===== config.mk =====
export PLATFORM = sky130hd
export DESIGN_NAME = uepr_responder
export DESIGN_NICKNAME = d
export VERILOG_FILES = /design/src/hw/uepr_pkg.sv /design/src/hw/uepr_responder.sv
export SDC_FILE = /design/constraint.sdc
export NUM_CORES = 1
export LEC_CHECK = 0
export ABC_AREA = 1
export BUFFER_PORTS_ARGS = -buffer_cell sky130_fd_sc_hd__buf_2
export CAP_MARGIN = 5
export CORE_AREA = 8 8 140 142
export DETAILED_ROUTE_END_ITERATION = 16
export DIE_AREA = 0 0 148 150
export GPL_ROUTABILITY_DRIVEN = 0
export GPL_TIMING_DRIVEN = 1
export SETUP_SLACK_MARGIN = 0.4
export SLEW_MARGIN = 20
export SYNTH_ARGS = -nofsm -noshare
export SYNTH_HDL_FRONTEND = slang
export SYNTH_SLANG_ARGS = --single-unit

===== constraint.sdc =====
create_clock -name clock -period 3.07 [get_ports clock]
set_input_delay 0.4605 -clock clock [delete_from_list [all_inputs] [get_ports clock]]
set_output_delay 0.4605 -clock clock [all_outputs]
set_load 0.02 [all_outputs]

===== src/hw/uepr_pkg.sv =====
// constants, types and register layout of the usb endpoint mode responder
// assumes one clock, synchronous reset, a plain register port and a token-level packet engine
// How it works
// - mode 0001: ack setup, nak in and out
// - check mode: ack only empty data1 out
// - counted in mode sends count bits 3..0
// - zero-length in mode sends empty packet
// - ignored token gets no handshake at all
// - accepted setup gets ack when valid
// - 1111 acked becomes 1110; 1010, 1110 stay
// - all modes reset to disabled 0000
// - accepted setup forces mode to 0001
// - endpoint 0 has setup, in, out flags
// - only valid transactions answered, others dropped
// - event on valid completion or bad crc
// - valid data: count within size plus two
// - out endpoints ignore in, and reverse
// - in/out flags at end, setup at data
// - endpoint 0 acked: mode, count write-locked
// - bit 7 stall replaces ack handshake
// - acked 1001, 1101, 1011 revert to nak
// - crc error: event fires, data valid cleared
// - out/setup copy received data toggle bit
package uepr_pkg;
  localparam int NUM_EP = 3;
  localparam logic [1:0] EP_LAST = 2'h2;
  // register map: mode of endpoint n at 2n, count at 2n+1
  localparam logic [2:0] OFF_MODE0 = 3'h0;
  localparam logic [2:0] OFF_COUNT0 = 3'h1;
  localparam logic [7:0] RESET_MODE = 8'h00;
  localparam logic [7:0] RESET_COUNT = 8'h00;
  // field positions
  localparam int BIT_STALL = 7;
  localparam int BIT_SETUP = 7;
  localparam int BIT_IN = 6;
  localparam int BIT_OUT = 5;
  localparam int BIT_TOGGLE = 7;
  localparam int BIT_DVAL = 6;
  // sizes in bytes
  localparam logic [4:0] EP_SIZE = 5'h08;
  localparam logic [4:0] CRC_BYTES = 5'h02;
  localparam logic [4:0] STATUS_LEN = 5'h02;
  // mode encodings
  localparam logic [3:0] MODE_DISABLE = 4'h0;
  localparam logic [3:0] MODE_NAK_INOUT = 4'h1;
  localparam logic [3:0] MODE_STATUS_OUT = 4'h2;
  localparam logic [3:0] MODE_STALL_INOUT = 4'h3;
  localparam logic [3:0] MODE_IGNORE_INOUT = 4'h4;
  localparam logic [3:0] MODE_ISO_OUT = 4'h5;
  localparam logic [3:0] MODE_STATUS_IN = 4'h6;
  localparam logic [3:0] MODE_ISO_IN = 4'h7;
  localparam logic [3:0] MODE_NAK_OUT = 4'h8;
  localparam logic [3:0] MODE_ACK_OUT = 4'h9;
  localparam logic [3:0] MODE_NAK_OUT_STIN = 4'hA;
  localparam logic [3:0] MODE_ACK_OUT_STIN = 4'hB;
  localparam logic [3:0] MODE_NAK_IN = 4'hC;
  localparam logic [3:0] MODE_ACK_IN = 4'hD;
  localparam logic [3:0] MODE_NAK_IN_STOUT = 4'hE;
  localparam logic [3:0] MODE_ACK_IN_STOUT = 4'hF;
  // token and handshake codes
  localparam logic [1:0] PID_SETUP = 2'h0;
  localparam logic [1:0] PID_IN = 2'h1;
  localparam logic [1:0] PID_OUT = 2'h2;
  localparam logic [1:0] HS_ACK = 2'h0;
  localparam logic [1:0] HS_NAK = 2'h1;
  localparam logic [1:0] HS_STALL = 2'h2;
  typedef enum logic [1:0] {
    ST_IDLE = 2'b00,
    ST_DATA = 2'b01,
    ST_HACK = 2'b11
  } uepr_state_type;
  typedef enum logic [3:0] {
    ACT_IGNORE = 4'h0,
    ACT_NAK = 4'h1,
    ACT_STALL = 4'h2,
    ACT_ACK = 4'h3,
    ACT_CHECK = 4'h4,
    ACT_ISO = 4'h5,
    ACT_TX0 = 4'h6,
    ACT_TXCNT = 4'h7,
    ACT_SETUP = 4'h8
  } uepr_act_type;
endpackage


===== src/hw/uepr_responder.sv =====
// endpoint handshake logic of the usb protocol engine: mode decode, mode updates, ep0 lock
// assumes the packet engine delivers token, data and host-ack events as one-cycle pulses
`timescale 1ns/1ps
`default_nettype none
module uepr_responder (
  // clock and reset
  input wire logic clock,
  input wire logic reset,
  // register port
  input wire logic [2:0] regAddr,
  input wire logic [7:0] regWrData,
  input wire logic regWrite,
  input wire logic regRead,
  output logic [7:0] regRdData,
  // token and data events from the packet engine
  input wire logic tokenStrobe,
  input wire logic [1:0] tokenPid,
  input wire logic [1:0] tokenEp,
  input wire logic tokenAddrOk,
  input wire logic dataStart,
  input wire logic dataEnd,
  input wire logic [4:0] rxBytes,
  input wire logic rxToggle,
  input wire logic rxCrcOk,
  input wire logic rxErrFree,
  input wire logic hostAck,
  input wire logic hostLost,
  // answers to the packet engine
  output logic hsStrobe,
  output logic [1:0] hsCode,
  output logic txStrobe,
  output logic [3:0] txBytes,
  output logic txToggle,
  // per-endpoint event pulses
  output logic [uepr_pkg::NUM_EP-1:0] epEvent
);

  typedef struct packed {
    uepr_pkg::uepr_state_type state;
    logic [1:0] ep;
    uepr_pkg::uepr_act_type act;
    logic [uepr_pkg::NUM_EP-1:0][7:0] mode;
    logic [uepr_pkg::NUM_EP-1:0][7:0] count;
    logic lockMode;
    logic lockCount;
    logic [7:0] rdData;
    logic hsStrobe;
    logic [1:0] hsCode;
    logic txStrobe;
    logic [3:0] txBytes;
    logic txToggle;
    logic [uepr_pkg::NUM_EP-1:0] epEvent;
  } uepr_regs_type;

  uepr_regs_type r;
  uepr_regs_type next_r;

  // token decode from the mode table; stall bit only on non-control endpoints
  function automatic uepr_pkg::uepr_act_type decode(input logic [1:0] pid,
                                                    input logic [3:0] m,
                                                    input logic stl);
    uepr_pkg::uepr_act_type a;
    a = uepr_pkg::ACT_IGNORE;
    case (pid)
      uepr_pkg::PID_SETUP: begin
        case (m)
          uepr_pkg::MODE_NAK_INOUT, uepr_pkg::MODE_STATUS_OUT,
          uepr_pkg::MODE_STALL_INOUT, uepr_pkg::MODE_IGNORE_INOUT,
          uepr_pkg::MODE_STATUS_IN, uepr_pkg::MODE_NAK_OUT_STIN,
          uepr_pkg::MODE_ACK_OUT_STIN, uepr_pkg::MODE_NAK_IN_STOUT,
          uepr_pkg::MODE_ACK_IN_STOUT: a = uepr_pkg::ACT_SETUP;
          default: a = uepr_pkg::ACT_IGNORE;
        endcase
      end
      uepr_pkg::PID_IN: begin
        // out-only modes fall to the default and stay silent
        case (m)
          uepr_pkg::MODE_NAK_INOUT, uepr_pkg::MODE_NAK_IN,
          uepr_pkg::MODE_NAK_IN_STOUT: a = uepr_pkg::ACT_NAK;
          uepr_pkg::MODE_STATUS_OUT,
          uepr_pkg::MODE_STALL_INOUT: a = uepr_pkg::ACT_STALL;
          uepr_pkg::MODE_STATUS_IN, uepr_pkg::MODE_NAK_OUT_STIN,
          uepr_pkg::MODE_ACK_OUT_STIN: a = uepr_pkg::ACT_TX0;
          uepr_pkg::MODE_ISO_IN,
          uepr_pkg::MODE_ACK_IN_STOUT: a = uepr_pkg::ACT_TXCNT;
          uepr_pkg::MODE_ACK_IN: a = stl ? uepr_pkg::ACT_STALL : uepr_pkg::ACT_TXCNT;
          default: a = uepr_pkg::ACT_IGNORE;
        endcase
      end
      uepr_pkg::PID_OUT: begin
        case (m)
          uepr_pkg::MODE_NAK_INOUT, uepr_pkg::MODE_NAK_OUT,
          uepr_pkg::MODE_NAK_OUT_STIN: a = uepr_pkg::ACT_NAK;
          uepr_pkg::MODE_STALL_INOUT,
          uepr_pkg::MODE_STATUS_IN: a = uepr_pkg::ACT_STALL;
          uepr_pkg::MODE_ACK_OUT: a = stl ? uepr_pkg::ACT_STALL : uepr_pkg::ACT_ACK;
          uepr_pkg::MODE_ACK_OUT_STIN: a = uepr_pkg::ACT_ACK;
          uepr_pkg::MODE_STATUS_OUT, uepr_pkg::MODE_NAK_IN_STOUT,
          uepr_pkg::MODE_ACK_IN_STOUT: a = uepr_pkg::ACT_CHECK;
          uepr_pkg::MODE_ISO_OUT: a = uepr_pkg::ACT_ISO;
          default: a = uepr_pkg::ACT_IGNORE;
        endcase
      end
      default: a = uepr_pkg::ACT_IGNORE;
    endcase
    return a;
  endfunction

  logic [1:0] regEp;
  logic regMapped;
  logic tokenOk;
  logic rxValid;
  logic [3:0] tokenMode;
  logic tokenStall;
  logic [3:0] countSel;
  logic [7:0] count0;

  assign regEp = regAddr[2:1];
  assign regMapped = (regEp <= uepr_pkg::EP_LAST);
  assign tokenOk = tokenStrobe && tokenAddrOk && (tokenEp <= uepr_pkg::EP_LAST);
  assign tokenMode = r.mode[tokenEp][3:0];
  assign tokenStall = (tokenEp != 2'h0) && r.mode[tokenEp][uepr_pkg::BIT_STALL];
  // oversize packets and failed checks are never answered
  assign rxValid = rxCrcOk && rxErrFree
                   && (rxBytes <= uepr_pkg::EP_SIZE + uepr_pkg::CRC_BYTES);
  assign countSel = r.count[tokenEp][3:0];
  assign count0 = r.count[0];

  // software accesses first, engine updates after, so a hardware set wins a same-cycle clear
  always_comb begin
    next_r = r;
    next_r.hsStrobe = 1'b0;
    next_r.txStrobe = 1'b0;
    next_r.epEvent = '0;
    next_r.rdData = 8'h00;
    if (regRead && regMapped) begin
      next_r.rdData = regAddr[0] ? r.count[regEp] : r.mode[regEp];
      if (regEp == 2'h0 && !regAddr[0]) begin
        next_r.lockMode = 1'b0;
      end
      if (regEp == 2'h0 && regAddr[0]) begin
        next_r.lockCount = 1'b0;
      end
    end
    if (regWrite && regMapped) begin
      if (regAddr[0]) begin
        if (!(regEp == 2'h0 && r.lockCount)) begin
          next_r.count[regEp] = regWrData;
        end
      end else if (regEp == 2'h0 && r.lockMode) begin
        // only the setup flag stays writable under the lock
        next_r.mode[0][uepr_pkg::BIT_SETUP] = regWrData[uepr_pkg::BIT_SETUP];
      end else begin
        next_r.mode[regEp] = regWrData;
      end
    end
    case (r.state)
      uepr_pkg::ST_IDLE: begin
        if (tokenOk) begin
          next_r.ep = tokenEp;
          next_r.act = decode(tokenPid, tokenMode, tokenStall);
          if (tokenPid == uepr_pkg::PID_IN) begin
            case (next_r.act)
              uepr_pkg::ACT_NAK, uepr_pkg::ACT_STALL: begin
                next_r.hsStrobe = 1'b1;
                next_r.hsCode = (next_r.act == uepr_pkg::ACT_NAK) ? uepr_pkg::HS_NAK
                                                                  : uepr_pkg::HS_STALL;
                next_r.epEvent[tokenEp] = 1'b1;
                if (tokenEp == 2'h0) begin
                  next_r.mode[0][uepr_pkg::BIT_IN] = 1'b1;
                end
              end
              uepr_pkg::ACT_TX0, uepr_pkg::ACT_TXCNT: begin
                next_r.txStrobe = 1'b1;
                next_r.txBytes = (next_r.act == uepr_pkg::ACT_TX0) ? 4'h0 : countSel;
                next_r.txToggle = r.count[tokenEp][uepr_pkg::BIT_TOGGLE];
                next_r.state = uepr_pkg::ST_HACK;
              end
              default: next_r.state = uepr_pkg::ST_IDLE;
            endcase
          end else if (next_r.act != uepr_pkg::ACT_IGNORE) begin
            next_r.state = uepr_pkg::ST_DATA;
          end
        end
      end
      uepr_pkg::ST_DATA: begin
        // setup flag goes up as the data packet starts, ahead of the end update
        if (r.act == uepr_pkg::ACT_SETUP && r.ep == 2'h0
            && (dataStart || r.mode[0][uepr_pkg::BIT_SETUP])) begin
          next_r.mode[0][uepr_pkg::BIT_SETUP] = 1'b1;
        end
        if (dataEnd) begin
          next_r.state = uepr_pkg::ST_IDLE;
          case (r.act)
            uepr_pkg::ACT_SETUP, uepr_pkg::ACT_ACK, uepr_pkg::ACT_ISO: begin
              // the buffer is written whatever the outcome, so status always reports it
              next_r.count[r.ep] = {rxToggle, rxValid, 2'b00, rxBytes[3:0]};
              next_r.epEvent[r.ep] = 1'b1;
              if (rxValid && r.act != uepr_pkg::ACT_ISO) begin
                next_r.hsStrobe = 1'b1;
                next_r.hsCode = uepr_pkg::HS_ACK;
                if (r.act == uepr_pkg::ACT_SETUP) begin
                  next_r.mode[r.ep][3:0] = uepr_pkg::MODE_NAK_INOUT;
                end else begin
                  next_r.mode[r.ep][0] = 1'b0;
                  if (r.ep == 2'h0) begin
                    next_r.mode[0][uepr_pkg::BIT_OUT] = 1'b1;
                  end
                end
                if (r.ep == 2'h0) begin
                  next_r.lockMode = 1'b1;
                  next_r.lockCount = 1'b1;
                end
              end
            end
            uepr_pkg::ACT_NAK, uepr_pkg::ACT_STALL: begin
              if (rxValid) begin
                next_r.hsStrobe = 1'b1;
                next_r.hsCode = (r.act == uepr_pkg::ACT_NAK) ? uepr_pkg::HS_NAK
                                                             : uepr_pkg::HS_STALL;
                next_r.epEvent[r.ep] = 1'b1;
                if (r.ep == 2'h0) begin
                  next_r.mode[0][uepr_pkg::BIT_OUT] = 1'b1;
                end
              end
            end
            uepr_pkg::ACT_CHECK: begin
              if (rxValid) begin
                next_r.hsStrobe = 1'b1;
                next_r.epEvent[r.ep] = 1'b1;
                if (r.ep == 2'h0) begin
                  next_r.mode[0][uepr_pkg::BIT_OUT] = 1'b1;
                end
                if (rxBytes == uepr_pkg::STATUS_LEN && rxToggle) begin
                  next_r.hsCode = uepr_pkg::HS_ACK;
                  next_r.count[r.ep] = {rxToggle, 1'b1, 2'b00, rxBytes[3:0]};
                  if (r.mode[r.ep][3:0] == uepr_pkg::MODE_ACK_IN_STOUT) begin
                    next_r.mode[r.ep][3:0] = uepr_pkg::MODE_NAK_IN_STOUT;
                  end
                  if (r.ep == 2'h0) begin
                    next_r.lockMode = 1'b1;
                    next_r.lockCount = 1'b1;
                  end
                end else begin
                  next_r.hsCode = uepr_pkg::HS_STALL;
                  next_r.mode[r.ep][3:0] = uepr_pkg::MODE_STALL_INOUT;
                end
              end
            end
            default: next_r.state = uepr_pkg::ST_IDLE;
          endcase
        end else if (tokenStrobe) begin
          // a new token means the data packet never came
          next_r.state = uepr_pkg::ST_IDLE;
        end
      end
      uepr_pkg::ST_HACK: begin
        if (hostAck) begin
          next_r.state = uepr_pkg::ST_IDLE;
          next_r.epEvent[r.ep] = 1'b1;
          // zero-length status modes keep their encoding
          if (r.mode[r.ep][3:0] == uepr_pkg::MODE_ACK_IN
              || r.mode[r.ep][3:0] == uepr_pkg::MODE_ACK_IN_STOUT) begin
            next_r.mode[r.ep][0] = 1'b0;
          end
          if (r.ep == 2'h0) begin
            next_r.mode[0][uepr_pkg::BIT_IN] = 1'b1;
            next_r.lockMode = 1'b1;
            next_r.lockCount = 1'b1;
          end
        end else if (hostLost || tokenStrobe) begin
          next_r.state = uepr_pkg::ST_IDLE;
        end
      end
      default: next_r.state = uepr_pkg::ST_IDLE;
    endcase
  end

  // all state in one register; every mode resets disabled
  always_ff @(posedge clock) begin
    if (reset) begin
      r <= '0;
      r.state <= uepr_pkg::ST_IDLE;
      r.act <= uepr_pkg::ACT_IGNORE;
      r.mode <= {uepr_pkg::NUM_EP{uepr_pkg::RESET_MODE}};
      r.count <= {uepr_pkg::NUM_EP{uepr_pkg::RESET_COUNT}};
    end else begin
      r <= next_r;
    end
  end

  // outputs straight from the state register
  assign regRdData = r.rdData;
  assign hsStrobe = r.hsStrobe;
  assign hsCode = r.hsCode;
  assign txStrobe = r.txStrobe;
  assign txBytes = r.txBytes;
  assign txToggle = r.txToggle;
  assign epEvent = r.epEvent;
endmodule
`default_nettype wire

# --- After elaboration in Yosys (flattened, before gate mapping) ---
# Memory sizes are Yosys's and may differ from the RTL's.
# Cells that the tools add are included.
classes:
  n_lt_le_gt_ge: 9
  n_eq_ne: 44
  n_mux: 110
  bitwise_logic: 7
  reduce_logical: 48
op_table:
  columns: ["cell", "n"]
  rows:
  - ["2-to-1 mux 24 bit", 10]
  - ["bitwise mux 24 bit", 7]
  - ["2-to-1 mux 50 bit", 2]
  - ["binary-select mux 8 bit (select 2 bit)", 5]
  - ["demux 8 bit (select 2 bit)", 4]
  - ["2-to-1 mux 8 bit", 8]
  - ["case mux 31 bit (2 select lines)", 1]
  - ["AND 24 bit", 2]
  - ["2-to-1 mux 48 bit", 1]
  - ["equality test 4 bit, second input constant", 11]
  - ["case mux 18 bit (2 select lines)", 1]
  - ["case mux 17 bit (2 select lines)", 1]
  - ["2-to-1 mux 3 bit", 10]
  - ["equality test 4 x 3 -> 1 bit, second input constant", 7]
  - ["2-to-1 mux 26 bit", 1]
  - ["2-to-1 mux 12 bit", 2]
  - ["2-to-1 mux 2 bit", 12]
  - ["NOT 24 bit", 1]
  - ["2-to-1 mux 1 bit", 21]
  - ["inequality test 3 bit, second input constant", 7]
  - ["equality test 4 x 2 -> 1 bit, second input constant", 5]
  - ["2-to-1 mux 4 bit", 5]
  - ["logical AND 1 bit", 18]
  - ["case mux 3 bit (3 select lines)", 2]
  - ["other kinds (38)", 74]
word_totals:
  register_bits: 78
  mem_bits_ro: 16
  elab_cells: 237
  memories: 1
mem_list:
  columns: ["memory", "depth", "word_bits", "rd", "rd_ports_with_merged_regs", "write_ports", "line", "source"]
  rows:
  - ["(name not given)", 16, 1, 1, 0, 0, "uepr_responder.sv:66", "case (m)"]

# --- Logic depth before layout (Yosys ltp) ---
logic_depth:
  ltp_word: 20
  depth_mapped: 19

# --- Worst setup path after synthesis ---
# OpenSTA, ideal clock, no wires.
synth_timing:
  path_type: "input to register"
  start: "input port tokenEp[1]"
  end: "register r[76] (netlist bit)"
  setup_time_ps: 115
  t_arrival_ps: 1866
  path_slack_ps: 1089
  cell_stages: 17
  path_buffers: 1
  path_cell_list: "buf_6 -> nor2_8 -> nand2_1 -> nand3_1 -> inv_1 -> nand2_2 -> nor2_1 -> nor2_2 -> nand2_2 -> nand2_2 -> nand2_2 -> nor2_2 -> nand2_2 -> nand2_2 -> nand2_2 -> a21oi_1 -> nor2_1"
synth_between:
  elab_chain_len: 14
  word_cells_on_any_way: 50
  classes_between: "order compare: 1; eq/ne: 21; mux: 13; reduce/logical: 14; memory: 1"
synth_rtl:
  columns: ["element", "line", "source"]
  rows:
  - ["from (decl)", "uepr_responder.sv:18", "input wire logic [1:0] tokenEp,"]
  - ["binary-select mux 8 bit (select 2 bit)", "uepr_responder.sv:121, uepr_responder.sv:122", null]
  - ["2-to-1 mux 8 bit (not written as such)", "uepr_responder.sv:122", "assign tokenStall = (tokenEp != 2'h0) && r.mode[tokenEp][uepr_pkg::BIT_STALL];"]
  - ["equality test 4 x 2 -> 1 bit (tied with other cells)", "uepr_responder.sv:77, uepr_responder.sv:91", null]
  - ["OR reduction 3 bit (tied with other cells)", "uepr_responder.sv:91", "case (m)"]
  - ["case mux 3 bit (6 select lines) or case mux 3 bit (5 select lines) (tied branches)", "uepr_responder.sv:91, uepr_responder.sv:77", null]
  - ["case mux 4 bit (3 select lines)", "uepr_responder.sv:64", "case (pid)"]
  - ["2-to-1 mux 4 bit", "uepr_responder.sv:159", "if (tokenOk) begin"]
  - ["2-to-1 mux 4 bit", "uepr_responder.sv:157", "case (r.state)"]
  - ["equality test 4 x 3 -> 1 bit (tied with other cells)", "uepr_responder.sv:163", "case (next_r.act)"]
  - ["OR reduction 2 bit", "uepr_responder.sv:163", null]
  - ["case mux 2 bit (2 select lines)", "uepr_responder.sv:163", null]
  - ["2-to-1 mux 2 bit", "uepr_responder.sv:162", "if (tokenPid == uepr_pkg::PID_IN) begin"]
  - ["2-to-1 mux 8 bit", "uepr_responder.sv:159", null]
  - ["case mux 2 bit (3 select lines)", "uepr_responder.sv:157", null]
  - ["to (signal assigned)", "uepr_responder.sv:288", "r <= next_r;"]
  - ["to (decl)", "uepr_responder.sv:55", "uepr_regs_type r;"]
# Parallel ways exist; a longest one is shown, timed or not. The select of a mux whose other input is x is not followed.
# A chain may end at the register's enable or synchronous reset.

# --- Final worst setup path ---
layout_timing:
  start: "register r[71] (netlist bit)"
  end: "register r[47] (netlist bit)"
layout_between:
  elab_chain_len: 6
  word_cells_on_any_way: 12
  classes_between: "eq/ne: 5; mux: 5; reduce/logical: 2"
layout_rtl:
  columns: ["element", "line", "source"]
  rows:
  - ["equality test 4 bit or inequality test 4 x 3 -> 1 bit (tied branches)", "uepr_responder.sv:194, uepr_responder.sv:202, uepr_responder.sv:199", null]
  - ["2-to-1 mux 24 bit or logical AND 1 bit (tied branches)", "uepr_responder.sv:202, uepr_responder.sv:199", null]
  - ["2-to-1 mux 24 bit", "uepr_responder.sv:199", "if (rxValid && r.act != uepr_pkg::ACT_ISO) begin"]
  - ["case mux 31 bit (2 select lines) (*)", "uepr_responder.sv:194", "case (r.act)"]
  - ["2-to-1 mux 50 bit (*)", "uepr_responder.sv:192", "if (dataEnd) begin"]
  - ["case mux 6 bit (2 select lines) (*)", "uepr_responder.sv:157", null]
# Every way passes the cells marked *; elsewhere a longest branch is shown, timed or not.

==> impl_metrics.csv <==
group,metric,value,unit
floorplanning,die-area,22200,sq um
timing,slew_violations,0,
timing,max_slew_margin,62.2,%
floorplanning,coreArea,17500,sq um
detailed_routing,vias_per_cell,5.35,
hold_path,hold_end,"count0[7]$_SDFF_PP0_",
layout,diodes,0,
synth,netlist_top_cells_count,"nand2_1, inv_1, dfxtp_1, o21ai_0, a21oi_1",
job,maxCapViolations,0,
synth,ys_types,45,
synth,synthCells,776,
synth,synth_edf_count,0,
timing,setup_violations,0,
layout,syn_to_final_growth,14.2,%
worst_setup_path,cp.arrival,2660,ps
timing,whs,382,ps
worst_setup_path,path_class,"reg -> reg",
clock_tree,hold_buffers,0,
floorplanning,pin_count,53,
pwr,ir_drop,0.221,mV
worst_setup_path,crit_start,"r[71]$_SDFFE_PP0P_",
worst_setup_path,slowest_delay,460,ps
synth,synthFlopType,"dfxtp_1",
pwr,total_power,2550,uW
clock_tree,clock_latency,350,ps
detailed_routing,drc,0,
detailed_routing,ant_nets,0,
synth,yosysMostFrequentCell,"nand2_1",
placement,portBuffers,52,
pwr,p_per_area,441,nW/um^2
worst_setup_path,ff2ff_path_depth,10,
synth,ys_seq_elements,78,
detailed_routing,drt_first_pass_iters,6,
worst_setup_path,cp.required,3340,ps
outcome,status,"finished, final reports clean",
layout,finalNonFillerCells,1050,
timing,layout_setup_ws,672,ps
synth,yosys_warnings,0,
worst_setup_path,cp-end-kind,"flop",
synth,ys_seq_area_share,30.8,%
layout,final_nets,849,
grt,overflow,0,
clock_tree,htreeDepth,3,
timing,hold_viol,0,
detailed_routing,routed_wl,18.9,mm
clock_tree,clk_pin_slew,60,ps
worst_setup_path,crit_fanout,8,
clock_tree,cts_root_buffer,"clkbuf_16",
worst_setup_path,cp-start-kind,"flop",
grt,grt_pass1_wl,29.3,mm
grt,track_usage,17.0,%
detailed_routing,wl_per_cell,18.0,um
worst_setup_path,reg2reg_to,"r[47]$_SDFF_PP0_",
synth,syn-num-nets,809,
synth,synth.avg_cell_area,6.54,sq um
clock_tree,clock_path_buffers,2,
grt,grt_pass1_vias,5181,
placement,dp.cells,1034,
synth,yosysTopAreaCell,"dfxtp_1",
floorplanning,die_y,150,um
floorplanning,rows,49,
grt,antenna_found_initial,0,
floorplanning,floorplan.initialDensity,28.9,%
placement,place_hpwl,14.8,mm
worst_setup_path,cp_cell_sequence,"inv_2 -> nand4_1 -> o31ai_1 -> nor2_1 -> nand2_1 -> nand2_1 -> inv_2 -> nand2_1 -> o221ai_1 -> a21oi_1",
floorplanning,die_x,148,um
hold_path,hold_depth,3,
detailed_routing,num_vias,5619,
timing,layout_min_cycle_time,2400,ps
clock_tree,cts-buffers-inserted,9,
worst_setup_path,cpMaxStageDelayCell,"dfxtp_1",
clock_tree,cts.sinks,78,
timing,fmax,0.417,GHz
synth,syn_area,5070,sq um
clock_tree,cts_tree,"done",
worst_setup_path,r2r_start,"r[71]$_SDFFE_PP0P_",
hold_path,worstHoldStart,"rxToggle",
timing,tightest_slew,563,ps
synth,synth.area.top_cells,"dfxtp_1, nand2_1, o21ai_0, inv_1, a21oi_1",
worst_setup_path,cp_num_buf_inv,2,
placement,dpl_worst_slack,387,ps
synth,synth-async-reset-ratio,0,%
layout,drive_gt1_share,15.7,%
timing,rsz0062_at_grt,"false",
synth,synth_top_area_share,30.8,%
pwr,p_leak,0.00243,uW
timing,tns,0,ps
grt,grt_max_degree,38,
timing,fin_crit_sh,78.1,%
timing,skew,9.07,ps
hold_path,hold_class,"in -> reg",
worst_setup_path,path_common_cell,"nand2_1",
worst_setup_path,r2r_setup_slack,670,ps
detailed_routing,drt_iter0_drc,573,
worst_setup_path,cpLargestDelayFamily,"simple AND/OR/NAND/NOR gates",
-- worst max path at each step --
stage	to	slack [ps]	cells past startpoint
floorplan	r[76]$_SDFFE_PP0P_	1090	17
global placement	txToggle$_SDFFE_PP0P_	490	13
detailed placement	txToggle$_SDFFE_PP0P_	390	13
CTS	txToggle$_SDFFE_PP0P_	740	13
global route	r[45]$_SDFF_PP0_	530	10
finish	r[47]$_SDFF_PP0_	670	10
-- metal layers --
layer | vias up | wire length, um | part of all wire, % | GRT usage [%]
met5 | - | 0 | 0 | 0
met4 | 0 | 786 | 4.2 | 9.13
met3 | 66 | 1870 | 9.9 | 3.36
met2 | 319 | 8080 | 43 | 25.6
met1 | 2530 | 8190 | 43 | 22.4
li1 | 2704 | - | - | -
-- worst reg2reg max path, cell delays in order (launching register included) --
cell and delay, ps:
dfxtp_1 460, inv_2 90, nand4_1 230, o31ai_1 150, nor2_1 420, nand2_1 200, nand2_1 180, inv_2 100
nand2_1 210, o221ai_1 140, a21oi_1 150
-- cell families (layout without fill, tap and decap cells) --
group | count (synthesis) | in the layout | synth area share (%)
and+or+nand+nor | 323 | 323 | 29.8
AOI/OAI and AO/OA | 223 | 223 | 26.1
buffers and inverters | 152 | 197 | 13.3
DFF | 78 | 78 | 30.8
-- registers in the layout, indices dropped and copies added (netlist names) --
register,cells
count0,8
hsStrobe,1
r,50
hsCode,2
regRdData,8
txStrobe,1
txToggle,1
epEvent,3
txBytes,4
-- repair_timing --
action | CTS | global route
buffers inserted | 0 | 0
endpoints found under the setup margin | 0 | 1
gates resized for setup | 0 | 1
-- cells in the final DEF, fill, tap and decap left out, types with 2 or more instances in the layout --
cell,netlist,routed
clkbuf_16,0,9
buf_4,17,18
buf_2,8,52
nor3_2,2,2
a22oi_1,5,5
nand3b_1,2,2
nand2_2,9,9
nand3_1,43,43
o221ai_1,10,10
nor3_1,12,12
a211oi_1,7,7
a311oi_1,4,4
nor2_1,70,69
a21oi_1,72,72
inv_2,7,7
nand4_1,8,8
o22ai_1,12,12
a221oi_1,10,10
o31ai_1,7,7
nand3_2,9,9
clkbuf_1,12,2
inv_1,102,102
clkinv_4,0,2
dfxtp_1,78,78
o21ai_0,78,78
nand2_1,150,150
nor2_2,9,10
o311ai_0,2,2
nor4_4,2,2
a41oi_1,2,2
o211ai_1,8,8
-- per-stage QoR --
stage                     util (%)  area [sq um]
after floorplan                  -          5070
after global placement        31.3          5500
after detailed placement      31.3          5500
after CTS                     33.0          5790
after global routing          33.0          5790
final                         33.0          5790
-- cell type report --
| type | instances | area, sq um |
|---|---|---|
| Multi-Input combinational cell | 546 | 2840 |
| Inverter | 111 | 419 |
| Fill cell | 1954 | 11700 |
| Timing Repair Buffer | 70 | 395 |
| Tap cell | 229 | 287 |
| Clock inverter | 5 | 60.1 |
| Sequential cell | 78 | 1560 |
| Clock buffer | 11 | 233 |
-- power by group --
part | internal [uW] | switching (uW) | leakage [uW] | total (uW)
Combinational | 119 | 283 | 0.00166 | 402
Clock | 632 | 444 | 0.000140 | 1080
Sequential | 1040 | 33.2 | 0.000632 | 1080
Total | 1790 | 760 | 0.00243 | 2550
No activity file was read; power rests on OpenSTA's default activity.
